[src/hw/fet_amp_regs_pkg.sv]
// Purpose: constants for the fault-mask and sense-amplifier control registers
// Assumes: 16-bit register words carried by an already decoded serial frame
// Notes:   addresses are the frame's address byte
`default_nettype none
package fet_amp_regs_pkg;
    localparam logic [7:0]  FET_MASK_WR_ADDR  = 8'h30;
    localparam logic [7:0]  FET_MASK_RD_ADDR  = 8'hB0;
    localparam logic [7:0]  AMP_CTRL_WR_ADDR  = 8'h40;
    localparam logic [7:0]  AMP_CTRL_RD_ADDR  = 8'hC0;
    localparam logic [7:0]  CAL_CLR_WR_ADDR   = 8'h44;
    localparam logic [7:0]  CAL_STAT_RD_ADDR  = 8'hC4;
    localparam logic [15:0] FET_MASK_RESET    = 16'h0000;
    localparam logic [2:0]  GAIN_RESET        = 3'h3;
    localparam int          MASK_BITS         = 12;
    localparam int          PHASES            = 3;
    // phase u at index 2, v at 1, w at 0; each phase owns a nibble
    localparam int          U_NIBBLE_LSB      = 8;
    localparam int          V_NIBBLE_LSB      = 4;
    localparam int          W_NIBBLE_LSB      = 0;
    localparam int          CAL_TRIG_OFS      = 3;
    localparam int          CAL_BUSY_BIT      = 12;
    // all eight gain codes are defined settings; 101..111 give the same gain
    localparam logic [2:0]  GAIN_MAX_CODE     = 3'h7;
endpackage
`default_nettype wire

[src/hw/fet_fault_mask_and_amp_ctrl_regs.sv]
// Purpose: fault-detection masks, amplifier gains and calibration triggers/status
// Assumes: frame decoder gives one strobe per frame with address byte and data
// Notes:   all outputs registered; trigger bits never stored
`default_nettype none
module fet_fault_mask_and_amp_ctrl_regs
    import fet_amp_regs_pkg::*;
(
    // clock and reset
    input  wire logic                  sys_clk,
    input  wire logic                  rst,
    // decoded serial frame
    input  wire logic                  frame_strobe,
    input  wire logic [7:0]            frame_addr,
    input  wire logic [15:0]           frame_wdata,
    output logic                       rd_valid,
    output logic      [15:0]           rd_data,
    // fault detection control
    output logic      [MASK_BITS-1:0]  det_enable,
    // amplifier control, index 2=u 1=v 0=w
    output logic      [3*PHASES-1:0]   amp_gain,
    output logic      [PHASES-1:0]     cal_start,
    input  wire logic [PHASES-1:0]     cal_done,
    input  wire logic [PHASES-1:0]     cal_result_pass,
    // calibration status
    output logic                       cal_busy
);
    // ----------------------------------------------------------------
    // helpers
    // ----------------------------------------------------------------
    function automatic logic gain_code_defined(input logic [2:0] code);
        return code <= GAIN_MAX_CODE;
    endfunction

    function automatic int phase_lsb(input int p);
        return (p == 2) ? U_NIBBLE_LSB : (p == 1) ? V_NIBBLE_LSB : W_NIBBLE_LSB;
    endfunction

    function automatic logic frame_hits(input logic strobe, input logic [7:0] addr, input logic [7:0] target);
        return strobe && (addr == target);
    endfunction

    // ----------------------------------------------------------------
    // elaboration checks
    // ----------------------------------------------------------------
    // the read word and the nibble map only serve three 4-bit phase groups
    if (PHASES != 3) begin : g_bad_phase_count
        $error("phase nibble map serves exactly three phases");
    end
    if (MASK_BITS != 4 * PHASES) begin : g_bad_mask_bits
        $error("mask width must be four bits per phase");
    end
    if (U_NIBBLE_LSB + 4 > MASK_BITS || V_NIBBLE_LSB + 4 > U_NIBBLE_LSB || W_NIBBLE_LSB + 4 > V_NIBBLE_LSB) begin : g_bad_nibbles
        $error("phase nibbles must sit u over v over w without overlap");
    end
    if (CAL_TRIG_OFS != 3) begin : g_bad_trig_ofs
        $error("trigger bit must sit just above the 3-bit gain field");
    end
    if (CAL_BUSY_BIT < MASK_BITS || CAL_BUSY_BIT > 15) begin : g_bad_busy_bit
        $error("busy flag must sit above the nibbles of the read word");
    end
    if (GAIN_RESET > GAIN_MAX_CODE) begin : g_bad_gain_reset
        $error("reset gain must be a defined code");
    end

    // ----------------------------------------------------------------
    // state
    // ----------------------------------------------------------------
    logic [MASK_BITS-1:0]  fet_fault_detect_mask;
    logic [3*PHASES-1:0]   gain;
    logic [PHASES-1:0]     running;
    logic [PHASES-1:0]     pass;
    logic [MASK_BITS-1:0]  next_fet_fault_detect_mask;
    logic [3*PHASES-1:0]   next_gain;
    logic [PHASES-1:0]     next_running;
    logic [PHASES-1:0]     next_pass;
    logic [PHASES-1:0]     next_cal_start;
    logic                  next_rd_valid;
    logic [15:0]           next_rd_data;
    logic [MASK_BITS-1:0]  next_det_enable;
    logic                  next_cal_busy;

    // ----------------------------------------------------------------
    // configuration next state: masks and gains
    // ----------------------------------------------------------------
    always_comb begin
        logic       wr_mask;
        logic       wr_amp;
        logic [2:0] code;
        wr_mask = frame_hits(frame_strobe, frame_addr, FET_MASK_WR_ADDR);
        wr_amp  = frame_hits(frame_strobe, frame_addr, AMP_CTRL_WR_ADDR);
        code    = 3'h0;
        next_fet_fault_detect_mask = fet_fault_detect_mask;
        next_gain                  = gain;
        if (wr_mask) begin
            next_fet_fault_detect_mask = frame_wdata[MASK_BITS-1:0];
        end
        for (int p = 0; p < PHASES; p++) begin
            code = frame_wdata[phase_lsb(p) +: 3];
            if (wr_amp && gain_code_defined(code)) begin
                next_gain[3*p +: 3] = code;
            end
        end
        next_det_enable = ~next_fet_fault_detect_mask;
    end

    // ----------------------------------------------------------------
    // calibration next state: triggers, run flags and pass flags
    // ----------------------------------------------------------------
    always_comb begin
        logic wr_amp;
        logic wr_clr;
        wr_amp         = frame_hits(frame_strobe, frame_addr, AMP_CTRL_WR_ADDR);
        wr_clr         = frame_hits(frame_strobe, frame_addr, CAL_CLR_WR_ADDR);
        next_running   = running;
        next_pass      = pass;
        next_cal_start = '0;
        for (int p = 0; p < PHASES; p++) begin
            // a fresh trigger wins over a same-cycle completion and keeps the phase running
            if (wr_amp && frame_wdata[phase_lsb(p) + CAL_TRIG_OFS]) begin
                next_cal_start[p] = 1'b1;
                next_running[p]   = 1'b1;
            end else if (cal_done[p]) begin
                next_running[p]   = 1'b0;
            end
            // completion wins over a clear in the same cycle
            if (cal_done[p]) begin
                next_pass[p] = cal_result_pass[p];
            end else if (wr_clr && frame_wdata[phase_lsb(p)]) begin
                next_pass[p] = 1'b0;
            end
        end
        next_cal_busy = |next_running;
    end

    // ----------------------------------------------------------------
    // read path: answers one cycle after the strobe
    // ----------------------------------------------------------------
    always_comb begin
        next_rd_valid = 1'b0;
        next_rd_data  = 16'h0000;
        if (frame_strobe) begin
            case (frame_addr)
                FET_MASK_RD_ADDR: begin
                    next_rd_valid = 1'b1;
                    next_rd_data  = {4'h0, fet_fault_detect_mask};
                end
                AMP_CTRL_RD_ADDR: begin
                    next_rd_valid = 1'b1;
                    for (int p = 0; p < PHASES; p++) begin
                        next_rd_data[phase_lsb(p) +: 3] = gain[3*p +: 3];
                    end
                end
                CAL_STAT_RD_ADDR: begin
                    next_rd_valid = 1'b1;
                    next_rd_data[CAL_BUSY_BIT] = |running;
                    for (int p = 0; p < PHASES; p++) begin
                        next_rd_data[phase_lsb(p)] = pass[p];
                    end
                end
                default: begin
                    next_rd_valid = 1'b0;
                end
            endcase
        end
    end

    // ----------------------------------------------------------------
    // configuration registers
    // ----------------------------------------------------------------
    always_ff @(posedge sys_clk or posedge rst) begin
        if (rst) begin
            fet_fault_detect_mask <= FET_MASK_RESET[MASK_BITS-1:0];
            gain                  <= {PHASES{GAIN_RESET}};
            det_enable            <= ~FET_MASK_RESET[MASK_BITS-1:0];
            amp_gain              <= {PHASES{GAIN_RESET}};
        end else begin
            fet_fault_detect_mask <= next_fet_fault_detect_mask;
            gain                  <= next_gain;
            det_enable            <= next_det_enable;
            amp_gain              <= next_gain;
        end
    end

    // ----------------------------------------------------------------
    // calibration registers
    // ----------------------------------------------------------------
    always_ff @(posedge sys_clk or posedge rst) begin
        if (rst) begin
            running   <= '0;
            pass      <= '0;
            cal_start <= '0;
            cal_busy  <= 1'b0;
        end else begin
            running   <= next_running;
            pass      <= next_pass;
            cal_start <= next_cal_start;
            cal_busy  <= next_cal_busy;
        end
    end

    // ----------------------------------------------------------------
    // read answer registers
    // ----------------------------------------------------------------
    always_ff @(posedge sys_clk or posedge rst) begin
        if (rst) begin
            rd_valid <= 1'b0;
            rd_data  <= 16'h0000;
        end else begin
            rd_valid <= next_rd_valid;
            rd_data  <= next_rd_data;
        end
    end
endmodule // fet_fault_mask_and_amp_ctrl_regs
`default_nettype wire

[config.mk]
export PLATFORM = sky130hd
export DESIGN_NAME = fet_fault_mask_and_amp_ctrl_regs
export DESIGN_NICKNAME = d
export VERILOG_FILES = /design/src/hw/fet_amp_regs_pkg.sv /design/src/hw/fet_fault_mask_and_amp_ctrl_regs.sv
export SDC_FILE = /design/constraint.sdc
export NUM_CORES = 1
export LEC_CHECK = 0
export BUFFER_PORTS_ARGS = -buffer_cell sky130_fd_sc_hd__buf_2
export CAP_MARGIN = 25
export CORE_ASPECT_RATIO = 0.9
export CORE_MARGIN = 8
export CORE_UTILIZATION = 40
export DETAILED_ROUTE_END_ITERATION = 8
export PLACE_DENSITY = 0.68
export SLEW_MARGIN = 20
export SYNTH_ARGS = -nofsm -noshare
export SYNTH_HDL_FRONTEND = slang
export SYNTH_SLANG_ARGS = --single-unit
[constraint.sdc]
create_clock -name sys_clk -period 1.5 [get_ports sys_clk]
set_clock_uncertainty 0.05 [all_clocks]
set_input_delay 0 -clock sys_clk [delete_from_list [all_inputs] [get_ports sys_clk]]
set_output_delay 0 -clock sys_clk [all_outputs]
set_load 0.05 [all_outputs]
## Word level (Yosys, flattened, before mapping)

Cells that the tools add are included.

- Bitwise operators: 1
- Equality and inequality tests: 6
- Muxes and demuxes: 29
- Order comparisons: 3
- Reductions and logical operators: 18

Operators with widths:

| kind | number |
|---|---|
| 8-bit == test, second input constant | 3 |
| 1-bit 2-to-1 mux | 21 |
| 8-bit by 7-bit == test with 1-bit output, second input constant | 2 |
| 13-bit 2-to-1 mux | 1 |
| 1-bit logical AND | 12 |
| 12-bit 2-to-1 mux | 1 |
| 12-bit NOT | 1 |
| 2-bit case mux with 2 select lines | 3 |
| 3-bit less-or-equal comparator, second input constant | 3 |
| 1-bit case mux with 3 select lines | 3 |
| 3-bit OR reduction | 3 |
| 8-bit by 6-bit == test with 1-bit output, second input constant | 1 |
| 2-bit nonzero test | 3 |

- Output and inout bits: 42
- Word-level logic and storage cells: 70
- Register bits after elaboration: 60
- Input bits: 33

## Logic depth before layout (Yosys ltp)

- Depth after elaboration: 5
- Mapped depth: 5
- Depth with buffers taken out: 3

## Least setup slack after synthesis

Ideal clock, no wire load.

- Path kind: input to register
- Start point: input port frame_addr[3]
- End point: register fet_fault_detect_mask[10]
- Data required time: 1.325 ns
- Setup slack: -0.238 ns
- Arrival time: 1.564 ns
- Cell stages on the path: 5
- Library setup time: 0.125 ns
- Buffers on the path: 2
- Cell sequence: or4b_1 > buf_2 > nor4_4 > buf_6 > mux2_2

- Word-level cells in the longest chain between the ends: 3

RTL lines:

| element | RTL line | text |
|---|---|---|
| start: declaration | fet_fault_mask_and_amp_ctrl_regs.sv:13 | `input wire logic [7:0] frame_addr,` |
| 8-bit by 6-bit == test with 1-bit output | fet_fault_mask_and_amp_ctrl_regs.sv:39 | `return strobe && (addr == target);` |
| 1-bit logical AND | fet_fault_mask_and_amp_ctrl_regs.sv:39 |  |
| 12-bit 2-to-1 mux | fet_fault_mask_and_amp_ctrl_regs.sv:94 | `if (wr_mask) begin` |
| via next_fet_fault_detect_mask[10] | fet_fault_mask_and_amp_ctrl_regs.sv:72 | `logic [MASK_BITS-1:0] next_fet_fault_detect_mask;` |
| end signal: assignment | fet_fault_mask_and_amp_ctrl_regs.sv:172 | `fet_fault_detect_mask <= FET_MASK_RESET[MASK_BITS-1:0];` |
| end signal: assignment | fet_fault_mask_and_amp_ctrl_regs.sv:177 | `fet_fault_detect_mask <= next_fet_fault_detect_mask;` |
| end: declaration | fet_fault_mask_and_amp_ctrl_regs.sv:68 | `logic [MASK_BITS-1:0] fet_fault_detect_mask;` |

The timed path passes the listed nets, and every way through them passes these cells.
A chain may end at the register's enable or synchronous reset.

## Worst setup path in the final report

- Start point: input port frame_addr[3]
- End point: register fet_fault_detect_mask[2]

The elaborated chain is that of the path after synthesis.

==> flow_summary.json <==
{
  "met1_usage": 0.180,
  "post_dp_cell_area_sq_mm": 0.00285,
  "rows": 26,
  "sinks_on_clock_net": 57,
  "worst_vdd_rail_ir_drop_v": 0.000676,
  "netlist_area_sq_mm": 0.00231,
  "final_cell_mix": "sky130_fd_sc_hd__buf_2, sky130_fd_sc_hd__dfrtp_1, sky130_fd_sc_hd__mux2_2, sky130_fd_sc_hd__dlygate4sd3_1, sky130_fd_sc_hd__dfstp_2",
  "mostFrequentLayoutCell": "sky130_fd_sc_hd__buf_2",
  "final_layout_size_suffix_gt1_frac": 0.526,
  "yosys_warnings": 0,
  "crit_type": "in -> reg",
  "port_buffers": 67,
  "maxClockFrequency_mhz": 752,
  "syn_area_per_cell_sq_um": 14.1,
  "power_density_mw_per_mm2": 1010,
  "worst_setup_hold_path_clk_slew_ns": 0.06,
  "hold_ws_ns": 0.0361,
  "worst_ep_arrival_time_ns": 1.49,
  "ant_nets": 0,
  "unrepaired_setup_endpoints_after_global_routing": "false",
  "ys_seq_area_frac": 0.626,
  "final_core_utilization": 0.572,
  "dp_hpwl_mm": 4.00,
  "hold_path_class": "in -> reg",
  "post-route-cell-area_sq_mm": 0.00322,
  "grt_util_all_layers": 0.142,
  "worst_setup_path_start_kind": "input pin",
  "remaining_drc_errors": 0,
  "worst_ep_required_time_ns": 1.66,
  "worstSkewPairLatency_ns": 0.33,
  "gp_congestion": 0.752,
  "syn_inst": 164,
  "status": "complete, no violations",
  "first_pass_grt_wire_length_mm": 9.21,
  "ctsHtreeMaxLevel": 3,
  "root_buffer": "sky130_fd_sc_hd__clkbuf_8",
  "floorplan.initialDensity": 0.411,
  "fillers": 472,
  "area_delta_synth_final_pct": 39.1,
  "grtUsageMet2": 0.212,
  "report.power.total_mw": 3.26,
  "die_ht_um": 88.2,
  "timing.critical_path.slowest_cell_delay_ns": 0.55,
  "avgRoutedWirePerCell_um": 16.0,
  "tritoncts": "done",
  "avgViaCountPerCell": 4.85,
  "layout.nets": 302,
  "grt_overflow_total": 0,
  "placeable_core_area_sq_mm": 0.00563,
  "worst_pin_slew_ns": 0.555,
  "number_of_antenna_violations_at_the_first_check_in_global_routing": 0,
  "first_global_vias": 1847,
  "final-seq-area_sq_mm": 0.00145,
  "critPathSlowestCell": "sky130_fd_sc_hd__or4b_4",
  "detailedRoute.firstIterationViolations": 51,
  "setup_viol": 0,
  "cts-root-to-sink-buffers": 2,
  "dieArea_sq_mm": 0.00848,
  "max-cap-violations": 0,
  "area_taken_by_multi_input_logic_gates_sq_um": 830,
  "grt_busiest_layer": "met2",
  "ys_ff_latch": 57,
  "critPathCaptureType": "flop",
  "timing_max_transition_violations_final": 0,
  "hold_violations": 0,
  "firstDrtPassIters": 4,
  "tritoncts.num_buffers": 9,
  "finalCritPeriodShare": 0.886,
  "floorplan.io_pins": 75,
  "globalRouteMet3Util": 0.0677,
  "floorplan.die.width_um": 96.2,
  "synth.lib_cells_used.distinct": 33,
  "diodes": 0,
  "grt_max_degree": 34,
  "num_vias": 1669,
  "min_period_ns": 1.33,
  "wl_mm": 5.50,
  "path_max_fanout": 19,
  "crit_chain": "buf_2 -> or4b_4 -> nor4_4 -> buf_12 -> mux2_2",
  "leakagePower_nw": 1.56,
  "max-slew-margin-rel": 0.625,
  "postCtsSetupBuffers": 0
}
logic make-up after synthesis:
kind of cell,after synthesis,share of synthesized area
other cells,1,0.00162
simple gates,42,0.118
flops,57,0.626
mux,36,0.169
compound gates,16,0.0541
buf+inv,12,0.0314
synth_stat cells:
cell | n | area [sq um]
sky130_fd_sc_hd__a21o_1 | 3 | 22.5
sky130_fd_sc_hd__a21oi_1 | 1 | 5.00
sky130_fd_sc_hd__a22o_1 | 3 | 26.3
sky130_fd_sc_hd__a22oi_1 | 6 | 45.0
sky130_fd_sc_hd__a32oi_1 | 3 | 26.3
sky130_fd_sc_hd__and2_1 | 3 | 18.8
sky130_fd_sc_hd__and3_1 | 3 | 18.8
sky130_fd_sc_hd__and4b_1 | 1 | 10.0
sky130_fd_sc_hd__buf_1 | 1 | 3.75
sky130_fd_sc_hd__buf_2 | 1 | 5.00
sky130_fd_sc_hd__buf_4 | 5 | 37.5
sky130_fd_sc_hd__buf_6 | 1 | 11.3
sky130_fd_sc_hd__clkbuf_1 | 2 | 7.51
sky130_fd_sc_hd__conb_1 | 1 | 3.75
sky130_fd_sc_hd__dfrtp_1 | 39 | 976
sky130_fd_sc_hd__dfstp_2 | 18 | 473
sky130_fd_sc_hd__inv_1 | 2 | 7.51
sky130_fd_sc_hd__mux2_2 | 24 | 270
sky130_fd_sc_hd__mux2i_1 | 12 | 120
sky130_fd_sc_hd__nand2_1 | 2 | 7.51
sky130_fd_sc_hd__nand3b_1 | 1 | 7.51
sky130_fd_sc_hd__nand4_1 | 3 | 18.8
sky130_fd_sc_hd__nor2_1 | 11 | 41.3
sky130_fd_sc_hd__nor2b_1 | 6 | 37.5
sky130_fd_sc_hd__nor3_1 | 3 | 15.0
sky130_fd_sc_hd__nor3_4 | 1 | 16.3
sky130_fd_sc_hd__nor4_1 | 1 | 6.26
sky130_fd_sc_hd__nor4_4 | 1 | 21.3
sky130_fd_sc_hd__nor4b_1 | 2 | 17.5
sky130_fd_sc_hd__nor4bb_1 | 1 | 10.0
sky130_fd_sc_hd__or4_1 | 1 | 7.51
sky130_fd_sc_hd__or4b_1 | 1 | 10.0
sky130_fd_sc_hd__or4b_2 | 1 | 10.0
what timing repair did:
item                      CTS  global route
gates resized for setup     0             0
hold endpoints to repair   90             0
hold buffers               19             0
state kept, by name, summed over array words and instances (netlist names):
register / cells
cal_busy: 1
cal_start: 3
det_enable: 12
fet_fault_detect_mask: 12
gain: 9
pass: 3
rd_data: 13
rd_valid: 1
running: 3
power breakdown:
group | internal (mW) | total (mW) | switching (mW)
sequential | 1.61 | 1.63 | 0.0280
combinational | 0.144 | 0.385 | 0.241
clock | 0.688 | 1.24 | 0.549
total | 2.44 | 3.26 | 0.817
worst max-delay path: cells and delay by family:
family        cells  cell delay (ns)
buf+inv           2             0.31
mux               1             0.35
simple gates      2             0.82
final timing paths:
path	from	end	slack, ns	cells past startpoint
setup reg to reg	running[1]	cal_busy	0.28	2
hold reg to reg	fet_fault_detect_mask[7]	det_enable[7]	0.39	1
hold / removal	frame_addr[4]	rd_data[12]	0.04	5
min in group asynchronous	rst	fet_fault_detect_mask[2]	0.23	4
setup / recovery	frame_addr[3]	fet_fault_detect_mask[2]	0.17	5
max in group asynchronous	rst	det_enable[4]	0.78	4
area by class of cell:
type	instances	area share
timing repair buffer	102	0.208
tap	70	0.0272
clock buffer	14	0.0505
clock inverter	2	0.00389
inverter	2	0.00233
sequential	57	0.450
multi-input combinational	97	0.258
stage by stage:
step / instances / setup TNS [ns] / worst slack (ns)
2_1_floorplan: 166 / -3.06 / -0.214
3_3_place_gp: 309 / -3.71 / -0.140
3_5_place_dp: 309 / -4.33 / -0.171
4_1_cts: 344 / 0 / 0.191
5_1_grt: 344 / 0 / 0.130
6_report: 344 / 0 / 0.171
layer usage:
metal / share of wire / wire, um / vias up
li1: - / - / 797
met1: 0.45 / 2470 / 804
met2: 0.44 / 2420 / 62
met3: 0.10 / 553 / 6
met4: 0.0096 / 53 / 0
met5: 0 / 0 / -
Note: power is estimated with default switching activity, not from simulation.
